--- src/hdl/ebt_defines.svh ---
// Constants for the external bus timing engine
`ifndef EBT_DEFINES_SVH
`define EBT_DEFINES_SVH
`define EBT_RAM_REMAP_BASE 32'h0030_0000
`define EBT_BOOT_BASE 32'h0000_0000
`define EBT_NUM_CS 8
`define EBT_CS_W 3
`define EBT_NWS_W 3
`define EBT_TDF_W 3
`define EBT_CNT_W 4
`define EBT_DBW_16 2'h1
`define EBT_DBW_8 2'h2
`define EBT_BOOT_CS 3'h0
`endif

--- src/hdl/ebt_pkg.sv ---
// Types for the external bus timing engine
package ebt_pkg;
  typedef enum logic [2:0] {
    EBT_IDLE = 3'b000,
    EBT_GAP = 3'b001,
    EBT_ACC = 3'b010,
    EBT_WAIT = 3'b011,
    EBT_END = 3'b100
  } ebt_state_t;
endpackage

--- src/hdl/ebt_cs_cfg.sv ---
// Per chip select timing configuration store
`timescale 1ns/10ps
`default_nettype none
module ebt_cs_cfg
  import ebt_pkg::*;
#(
  parameter int NUM_CS = 8
) (
  input wire logic i_clk_sys,
  input wire logic i_resetn,
  input wire logic i_cfg_we,
  input wire logic [2:0] i_cfg_sel,
  input wire logic i_cfg_wse,
  input wire logic [2:0] i_cfg_nws,
  input wire logic [2:0] i_cfg_tdf,
  input wire logic i_cfg_bat,
  input wire logic [1:0] i_cfg_dbw,
  input wire logic [2:0] i_rd_sel,
  output logic o_rd_wse,
  output logic [2:0] o_rd_nws,
  output logic [2:0] o_rd_tdf,
  output logic o_rd_bat,
  output logic [1:0] o_rd_dbw
);
  logic [9:0] mem_ff [NUM_CS];
  logic [9:0] nxt_mem [NUM_CS];
  logic [9:0] rd_ff;
  logic [9:0] nxt_rd;
  logic [9:0] wr_word;

  assign wr_word = {i_cfg_wse, i_cfg_nws, i_cfg_tdf, i_cfg_bat, i_cfg_dbw};

  // Bypass so a fresh write is seen on the very next access
  always_comb begin
    for (int k = 0; k < NUM_CS; k++) begin
      nxt_mem[k] = mem_ff[k];
    end
    if (i_cfg_we) begin
      nxt_mem[i_cfg_sel] = wr_word;
    end
    nxt_rd = nxt_mem[i_rd_sel];
  end

  always_ff @(posedge i_clk_sys or negedge i_resetn) begin
    if (!i_resetn) begin
      // Reset state of every select: 8-bit bus, no waits
      for (int k = 0; k < NUM_CS; k++) begin
        mem_ff[k] <= 10'h002;
      end
      rd_ff <= 10'h002;
    end else begin
      for (int k = 0; k < NUM_CS; k++) begin
        mem_ff[k] <= nxt_mem[k];
      end
      rd_ff <= nxt_rd;
    end
  end

  assign {o_rd_wse, o_rd_nws, o_rd_tdf, o_rd_bat, o_rd_dbw} = rd_ff;
endmodule // ebt_cs_cfg
`default_nettype wire

--- src/hdl/ebt_bus_engine.sv ---
// External bus access engine: strobes, waits, boot remap
`include "ebt_defines.svh"
`timescale 1ns/10ps
`default_nettype none
module ebt_bus_engine
  import ebt_pkg::*;
#(
  parameter int NUM_CS = `EBT_NUM_CS,
  parameter int ADDR_W = 24
) (
  input wire logic i_clk_sys,
  input wire logic i_resetn,
  input wire logic i_pin_reset_n,
  input wire logic i_boot_memory_pin,
  input wire logic i_remap_cancel_bit,
  input wire logic i_read_protocol_field,
  input wire logic i_cfg_we,
  input wire logic [2:0] i_cfg_sel,
  input wire logic i_wait_state_enable_field,
  input wire logic [2:0] i_wait_state_count_field,
  input wire logic [2:0] i_data_float_time_field,
  input wire logic i_byte_access_type_field,
  input wire logic [1:0] i_cfg_dbw,
  input wire logic i_req,
  input wire logic i_req_ext,
  input wire logic i_req_write,
  input wire logic [2:0] i_req_cs,
  input wire logic [ADDR_W-1:0] i_req_addr,
  input wire logic [1:0] i_req_byte_en,
  input wire logic [15:0] i_req_wdata,
  input wire logic i_external_wait_request_n,
  output logic o_req_ready,
  output logic o_done,
  output logic o_remap_active,
  output logic o_boot_8bit,
  output logic [31:0] o_ram_base,
  output logic [ADDR_W-1:0] o_addr,
  output logic [NUM_CS-1:0] o_chip_select_n,
  output logic o_read_strobe_n,
  output logic o_lower_byte_write_strobe_n,
  output logic o_upper_byte_write_strobe_n,
  output logic o_lower_byte_select_n,
  output logic o_upper_byte_select_n,
  output logic [15:0] o_data_out,
  output logic o_data_oe
);
  // ------------------------------------------------------------
  // Boot selection and remap
  // ------------------------------------------------------------
  logic boot_8bit_ff, nxt_boot_8bit;
  logic pin_rst_q_ff, nxt_pin_rst_q;
  logic remap_ff, nxt_remap;

  // Boot strap caught while pin reset is low; a watchdog reset on
  // i_resetn alone leaves the strap register alone
  always_comb begin
    nxt_pin_rst_q = i_pin_reset_n;
    nxt_boot_8bit = boot_8bit_ff;
    if (!i_pin_reset_n) begin
      nxt_boot_8bit = i_boot_memory_pin;
    end
    nxt_remap = remap_ff;
    if (i_remap_cancel_bit) begin
      nxt_remap = 1'b0;
    end
  end

  always_ff @(posedge i_clk_sys) begin
    boot_8bit_ff <= nxt_boot_8bit;
    pin_rst_q_ff <= nxt_pin_rst_q;
  end

  always_ff @(posedge i_clk_sys or negedge i_resetn) begin
    if (!i_resetn) begin
      remap_ff <= 1'b1;
    end else begin
      remap_ff <= nxt_remap;
    end
  end

  assign o_remap_active = remap_ff;
  assign o_boot_8bit = boot_8bit_ff;
  assign o_ram_base = remap_ff ? `EBT_RAM_REMAP_BASE : `EBT_BOOT_BASE;

  // ------------------------------------------------------------
  // Configuration store
  // ------------------------------------------------------------
  logic cfg_wse, cfg_bat;
  logic [2:0] cfg_nws, cfg_tdf;
  logic [1:0] cfg_dbw;
  logic [2:0] eff_cs;
  logic [2:0] cfg_rd_cs;

  // Remap forces every external access onto the boot select
  assign eff_cs = remap_ff ? `EBT_BOOT_CS : i_req_cs;

  // Writes bypass into the read port: wait changes act at once
  ebt_cs_cfg #(.NUM_CS(NUM_CS)) u_cfg (
    .i_clk_sys(i_clk_sys),
    .i_resetn(i_resetn),
    .i_cfg_we(i_cfg_we),
    .i_cfg_sel(i_cfg_sel),
    .i_cfg_wse(i_wait_state_enable_field),
    .i_cfg_nws(i_wait_state_count_field),
    .i_cfg_tdf(i_data_float_time_field),
    .i_cfg_bat(i_byte_access_type_field),
    .i_cfg_dbw(i_cfg_dbw),
    .i_rd_sel(cfg_rd_cs),
    .o_rd_wse(cfg_wse),
    .o_rd_nws(cfg_nws),
    .o_rd_tdf(cfg_tdf),
    .o_rd_bat(cfg_bat),
    .o_rd_dbw(cfg_dbw)
  );

  // ------------------------------------------------------------
  // Access sequencer
  // ------------------------------------------------------------
  ebt_state_t state_ff, nxt_state;
  logic [3:0] cnt_ff, nxt_cnt;
  logic [2:0] float_ff, nxt_float;
  logic [2:0] float_cs_ff, nxt_float_cs;
  logic [2:0] cur_cs_ff, nxt_cur_cs;
  logic [2:0] last_cs_ff, nxt_last_cs;
  logic last_valid_ff, nxt_last_valid;
  logic last_write_ff, nxt_last_write;
  logic wr_ff, nxt_wr;
  logic early_ff, nxt_early;
  logic [ADDR_W-1:0] addr_ff, nxt_addr;
  logic [1:0] ben_ff, nxt_ben;
  logic [15:0] wdata_ff, nxt_wdata;
  logic rd_hold_ff, nxt_rd_hold;
  logic [3:0] gap;
  logic hold;

  // Once taken, timing follows the select in flight, not the request bus
  assign cfg_rd_cs = (state_ff == EBT_IDLE) ? eff_cs : cur_cs_ff;

  assign hold = !i_external_wait_request_n;

  function automatic logic [3:0] wait_cycles(input logic wait_state_enable_field,
                                             input logic [2:0] wait_state_count_field);
    wait_cycles = wait_state_enable_field ? ({1'b0, wait_state_count_field} + 4'h1) : 4'h0;
  endfunction

  // Gap cycles ahead of an external access from prior traffic
  always_comb begin
    gap = 4'h0;
    if (last_valid_ff && !last_write_ff && float_ff != 3'h0 &&
        (i_req_write || float_cs_ff != eff_cs)) begin
      gap = {1'b0, float_ff};
    end
    if (last_valid_ff && last_write_ff && !i_req_write &&
        i_read_protocol_field) begin
      gap = gap + 4'h1;
    end
    if (gap == 4'h0 && last_valid_ff && last_cs_ff != eff_cs) begin
      gap = 4'h1;
    end
  end

  assign o_req_ready = (state_ff == EBT_IDLE) && !hold;

  always_comb begin
    nxt_state = state_ff;
    nxt_cnt = cnt_ff;
    nxt_float = float_ff;
    nxt_float_cs = float_cs_ff;
    nxt_cur_cs = cur_cs_ff;
    nxt_last_cs = last_cs_ff;
    nxt_last_valid = last_valid_ff;
    nxt_last_write = last_write_ff;
    nxt_wr = wr_ff;
    nxt_early = early_ff;
    nxt_addr = addr_ff;
    nxt_ben = ben_ff;
    nxt_wdata = wdata_ff;
    nxt_rd_hold = 1'b0;
    if (!hold) begin
      // Float time runs down regardless of internal traffic
      if (float_ff != 3'h0 && state_ff != EBT_ACC && state_ff != EBT_WAIT) begin
        nxt_float = float_ff - 3'h1;
      end
      case (state_ff)
        EBT_IDLE: begin
          if (i_req && i_req_ext) begin
            nxt_cur_cs = eff_cs;
            nxt_wr = i_req_write;
            nxt_early = i_read_protocol_field;
            nxt_addr = i_req_addr;
            nxt_ben = i_req_byte_en;
            nxt_wdata = i_req_wdata;
            nxt_cnt = gap;
            nxt_state = (gap != 4'h0) ? EBT_GAP : EBT_ACC;
          end
        end
        EBT_GAP: begin
          nxt_cnt = cnt_ff - 4'h1;
          if (cnt_ff == 4'h1) begin
            nxt_state = EBT_ACC;
          end
        end
        EBT_ACC: begin
          nxt_cnt = wait_cycles(cfg_wse, cfg_nws);
          nxt_state = (nxt_cnt != 4'h0) ? EBT_WAIT : EBT_END;
        end
        EBT_WAIT: begin
          nxt_cnt = cnt_ff - 4'h1;
          if (cnt_ff == 4'h1) begin
            nxt_state = EBT_END;
          end
        end
        EBT_END: begin
          nxt_last_valid = 1'b1;
          nxt_last_cs = cur_cs_ff;
          nxt_last_write = wr_ff;
          if (!wr_ff) begin
            nxt_float = cfg_tdf;
            nxt_float_cs = cur_cs_ff;
          end
          // Early read keeps the strobe up into a same-memory read
          nxt_rd_hold = early_ff && !wr_ff && i_req && i_req_ext &&
                        !i_req_write && eff_cs == cur_cs_ff;
          nxt_state = EBT_IDLE;
        end
        default: nxt_state = EBT_IDLE;
      endcase
    end
  end

  always_ff @(posedge i_clk_sys or negedge i_resetn) begin
    if (!i_resetn) begin
      state_ff <= EBT_IDLE;
      cnt_ff <= 4'h0;
      float_ff <= 3'h0;
      float_cs_ff <= 3'h0;
      cur_cs_ff <= 3'h0;
      last_cs_ff <= 3'h0;
      last_valid_ff <= 1'b0;
      last_write_ff <= 1'b0;
      wr_ff <= 1'b0;
      early_ff <= 1'b0;
      addr_ff <= '0;
      ben_ff <= 2'h0;
      wdata_ff <= 16'h0000;
      rd_hold_ff <= 1'b0;
    end else begin
      state_ff <= nxt_state;
      cnt_ff <= nxt_cnt;
      float_ff <= nxt_float;
      float_cs_ff <= nxt_float_cs;
      cur_cs_ff <= nxt_cur_cs;
      last_cs_ff <= nxt_last_cs;
      last_valid_ff <= nxt_last_valid;
      last_write_ff <= nxt_last_write;
      wr_ff <= nxt_wr;
      early_ff <= nxt_early;
      addr_ff <= nxt_addr;
      ben_ff <= nxt_ben;
      wdata_ff <= nxt_wdata;
      rd_hold_ff <= nxt_rd_hold;
    end
  end

  assign o_done = (state_ff == EBT_END) && !hold;

  // ------------------------------------------------------------
  // Pin timing
  // ------------------------------------------------------------
  // Second-half strobes come from the falling edge; the late flops decode
  // state_ff and cnt_ff, which hold during a wait request, so a frozen cycle stays frozen
  logic active;
  logic rd_early, rd_late_ff, wr_late_ff;
  logic wr_on;
  logic data_oe_ff;
  logic [15:0] dout_ff;
  logic bsel;

  assign active = (state_ff == EBT_ACC) || (state_ff == EBT_WAIT) ||
                  (state_ff == EBT_END);

  always_ff @(negedge i_clk_sys or negedge i_resetn) begin
    if (!i_resetn) begin
      rd_late_ff <= 1'b0;
      wr_late_ff <= 1'b0;
    end else begin
      rd_late_ff <= active && !wr_ff;
      wr_late_ff <= wr_ff && (state_ff == EBT_ACC ||
                    (state_ff == EBT_WAIT && cnt_ff != 4'h1));
    end
  end

  assign rd_early = (active && !wr_ff && early_ff) || rd_hold_ff;

  // Zero waits: strobe ends at the rising edge, half a cycle low
  assign wr_on = wr_late_ff &&
                 (state_ff == EBT_ACC || state_ff == EBT_WAIT);

  // Data enable opens with the late write flop, as the strobe falls, and holds past the strobe's rising edge
  always_comb begin
    data_oe_ff = 1'b0;
  end
  logic oe_q_ff;
  always_ff @(posedge i_clk_sys or negedge i_resetn) begin
    if (!i_resetn) begin
      oe_q_ff <= 1'b0;
      dout_ff <= 16'h0000;
    end else begin
      oe_q_ff <= wr_late_ff || (oe_q_ff && hold);
      dout_ff <= wdata_ff;
    end
  end

  assign bsel = cfg_bat && cfg_dbw == `EBT_DBW_16;
  assign o_addr = addr_ff;
  assign o_data_out = dout_ff;
  assign o_data_oe = wr_late_ff || oe_q_ff || data_oe_ff;

  always_comb begin
    o_chip_select_n = '1;
    if (active) begin
      o_chip_select_n[cur_cs_ff] = 1'b0;
    end
    o_read_strobe_n = !(rd_early || (rd_late_ff && active));
    o_lower_byte_write_strobe_n = 1'b1;
    o_upper_byte_write_strobe_n = 1'b1;
    o_lower_byte_select_n = addr_ff[0];
    o_upper_byte_select_n = 1'b1;
    if (bsel) begin
      o_lower_byte_write_strobe_n = !wr_on;
      o_lower_byte_select_n = !(active && ben_ff[0]);
      o_upper_byte_select_n = !(active && ben_ff[1]);
    end else begin
      o_lower_byte_write_strobe_n = !(wr_on && ben_ff[0]);
      o_upper_byte_write_strobe_n = !(wr_on && ben_ff[1]);
    end
  end
endmodule // ebt_bus_engine
`default_nettype wire

--- config.mk ---
export PLATFORM = sky130hd
export DESIGN_NAME = ebt_bus_engine
export DESIGN_NICKNAME = d
export VERILOG_FILES = /design/src/hdl/ebt_pkg.sv /design/src/hdl/ebt_cs_cfg.sv /design/src/hdl/ebt_bus_engine.sv
export VERILOG_INCLUDE_DIRS = /design/src /design/src/hdl
export SDC_FILE = /design/constraint.sdc
export NUM_CORES = 1
export LEC_CHECK = 0
export BUFFER_PORTS_ARGS = -buffer_cell sky130_fd_sc_hd__buf_2
export CAP_MARGIN = 20
export CELL_PAD_IN_SITES_DETAIL_PLACEMENT = 1
export CELL_PAD_IN_SITES_GLOBAL_PLACEMENT = 1
export CORE_MARGIN = 8
export CORE_UTILIZATION = 44
export CTS_CLUSTER_SIZE = 14
export DETAILED_ROUTE_END_ITERATION = 16
export PLACE_DENSITY = 0.78
export SYNTH_ARGS = -nofsm -noshare
export SYNTH_HDL_FRONTEND = slang
export SYNTH_SLANG_ARGS = --single-unit
export TNS_END_PERCENT = 1
--- constraint.sdc ---
create_clock -name i_clk_sys -period 3 [get_ports i_clk_sys]
set_input_delay 0.6 -clock i_clk_sys [delete_from_list [all_inputs] [get_ports i_clk_sys]]
set_output_delay 0.6 -clock i_clk_sys [all_outputs]
set_load 0.01 [all_outputs]
==> run_results.csv <==
group,metric,value,unit
logic_synthesis,synth_cells,712,
clock_tree,cts.htree.levels,4,
power,ir_drop,483,uV
grt,grt_max_degree,135,
clock_tree,cts_hold_buf,0,
placement,io_buffers,128,
layout,final_nets,917,
worst_setup_path,crit_chain,"o2111ai_2, buf_2",
logic_synthesis,synth_edf_count,1,
routing,via_count,5687,
routing,drt_iter0_drc,278,
worst_setup_path,critical_path_class,"flip-flop to primary output",
power,power_density,954,nW/um^2
timing,setup_viol,4,
worst_setup_path,required,2.40,ns
layout,drive_gt1_share,33.8,%
clock_tree,cts.sinks,177,
logic_synthesis,syn_area,8100,sq um
grt,gr-total-overflow,0,
power,p_clk_share,23.7,%
grt,grt_antenna_before_repair,1,
floorplan,dieHeight,152,um
routing,first_pass_iters,4,
clock_tree,cts-root-buf,"clkbuf_16",
layout,diodes,0,
layout,stdcell_area,9490,sq um
placement,placed_cells,1052,
clock_tree,cts_made_buffers,17,
layout,final_util,52.7,%
placement,placedInstanceArea,8900,sq um
status,status,"complete, but fails checks",
floorplan,die_x,152,um
timing,setup_slack,-0.268,ns
floorplan,ios,159,
timing,rsz0062_at_grt,"true",
timing,max_slew.worst_pin.slew,0.691,ns
layout,final_cell_mix,"dfrtp_1, nand2_1, buf_2",
power,p_leak,4.56,nW
grt,grt_pass1_vias,6284,
power,fin_total_pwr,9.06,mW
timing,hold_violations,0,
floorplan,fp-row-count,49,
power,seqPwrFrac,41.5,%
power,intPower,5.82,mW
layout,layout_commonest_cell,"dfrtp_1",
routing,totalWireLength,20900,um
floorplan,core_area,18000,sq um
layout,finalNonFillerCells,1083,
logic_synthesis,synth_seq_cells,177,
layout,seq_area,4450,sq um
clock_tree,worstSkewPairLatency,0.42,ns
routing,ant_nets,0,
routing,wl_per_cell,19.3,um
placement,gp_congestion,0.842,
logic_synthesis,async_reset_ff_share,99.4,%
grt,track_usage,18.5,%
worst_setup_path,worst_path_largest_cell_delay,0.46,ns
routing,viasPerCell,5.25,
status,failed_checks,"negative setup slack",
layout,multi_input_area,3350,sq um
timing,slew_headroom,53.9,%
logic_synthesis,ys.flop_type,"dfrtp_1",
placement,dpl.hpwl,14800,um
clock_tree,clockBufferDepth,2,
worst_setup_path,worstPathArrival,2.67,ns
run,maxCapViolations,0,
routing,route.detailed.drc,0,
timing,fin_skew,0.0244,ns
power,p_sw,3.23,mW
timing,fin_setup_tns,-0.937,ns
floorplan,start_util,44.9,%
grt,grt_pass1_wl,33300,um
logic_synthesis,syn_area_per_cell,11.4,sq um
layout,fillers,1968,
worst_setup_path,cp_max_fo,4,
clock_tree,cts_setup_buffers,0,
layout,area_growth,17.2,%
timing,drv_slew,0,
logic_synthesis,ys_types,59,
hold_path,hold_class,"primary input to asynchronous set/reset pin",
logic_synthesis,ys_seq_area_share,54.9,%
clock_tree,path_clk_slew,0.07,ns
worst_setup_path,cp_slowest_cell,"dfrtn_1",
power,power_frac_comb,34.8,%
power,netSwitchingFraction,35.7,%
timing,holdWs,0.0823,ns
logic_synthesis,ys_warn_count,0,
worst_setup_path,critPathCaptureType,"primary output",
clock_tree,cts_tree,"done",
floorplan,dieArea,23000,sq um
worst_setup_path,cp-start-kind,"flip-flop",
placement,place_ws,0.127,ns
-- timing repair --
| item | in CTS | in global routing |
|---|---|---|
| endpoints found under the hold margin | 0 | 0 |
| pin swaps | 0 | 0 |
| gates resized for setup | 2 | 1 |
| setup endpoints to repair | 4 | 4 |
-- power by group through the flow --
stage	Clock [mW]	Sequential [mW]	Combinational, mW
2_1_floorplan	0	3.73	2.10
3_3_place_gp	0	3.72	3.00
3_5_place_dp	0	3.80	3.15
4_1_cts	2.21	3.76	3.20
5_1_grt	2.29	3.86	3.48
6_report	2.14	3.76	3.15
-- registers in the layout, indices dropped and copies added, names as in the netlist, 2 cells and up --
signal,cells
float_cs_ff,3
state_ff,3
last_cs_ff,3
o_data_out,16
float_ff,3
wdata_ff,16
ben_ff,2
u_cfg.rd_ff,10
cnt_ff,4
u_cfg.mem_ff,80
o_addr,24
cur_cs_ff,3
-- layer usage --
layer | up-vias | routed length [um] | global-route usage (%)
met5 | - | 10 | 0
met4 | 2 | 319 | 5.73
met3 | 28 | 1010 | 3.56
met2 | 124 | 10800 | 33.0
met1 | 2883 | 8670 | 22.2
li1 | 2650 | - | -
-- path summary, 6_finish.rpt --
check,start,endpoint,slack [ns],cells after the start
max,wr_late_ff,o_upper_byte_write_strobe_n,-0.27,2
max reg2reg,state_ff[2],rd_late_ff,0.29,3
min reg2reg,wdata_ff[3],o_data_out[3],0.37,0
min in group i_clk_sys,i_remap_cancel_bit,o_remap_active,0.29,2
min,i_resetn,o_addr[0],0.08,1
max in group asynchronous,i_resetn,wr_late_ff,1.17,1
-- synth_stat cells (all sizes together), types with 10 or more instances --
| library cell | number | area, sq um |
|---|---|---|
| dfrtp | 164 | 4100 |
| nand2 | 157 | 589 |
| o221ai | 12 | 105 |
| buf | 49 | 344 |
| dfstp | 10 | 263 |
| clkbuf | 12 | 45.0 |
| mux2 | 89 | 1000 |
| mux2i | 31 | 310 |
| o31a | 10 | 87.6 |
| o21ai | 11 | 55.1 |
| nand2b | 16 | 100 |
| a21oi | 10 | 50.1 |
| o211ai | 11 | 82.6 |
| nor2 | 30 | 113 |
-- layout make-up --
cell class | count | share of cell area [%]
clock inverters | 11 | 1.11
clock buffers | 20 | 4.92
flip-flops and latches | 177 | 46.8
inverters | 9 | 0.356
well taps | 229 | 3.02
multi-input cells | 494 | 35.3
repair buffers | 143 | 8.46
-- worst max-delay path: cells and delay by family (launching register included) --
family,cells,cell delay [ns]
buffers and inverters,1,0.17
AO/OA/AOI/OAI,1,0.13
flip-flops,1,0.46
-- logic make-up after synthesis --
family                   count (synthesis)  share of synthesized area (%)
AO/OA/AOI/OAI                           77                           7.51
adder cells (fa/ha/maj)                  6                          0.927
multiplexers                           120                           16.2
XOR/XNOR                                 6                          0.649
flip-flops                             177                           54.9
other                                    1                         0.0463
AND/OR/NAND/NOR                        255                           14.5
buffers and inverters                   70                           5.22
Power figures use the tool's default switching activity.
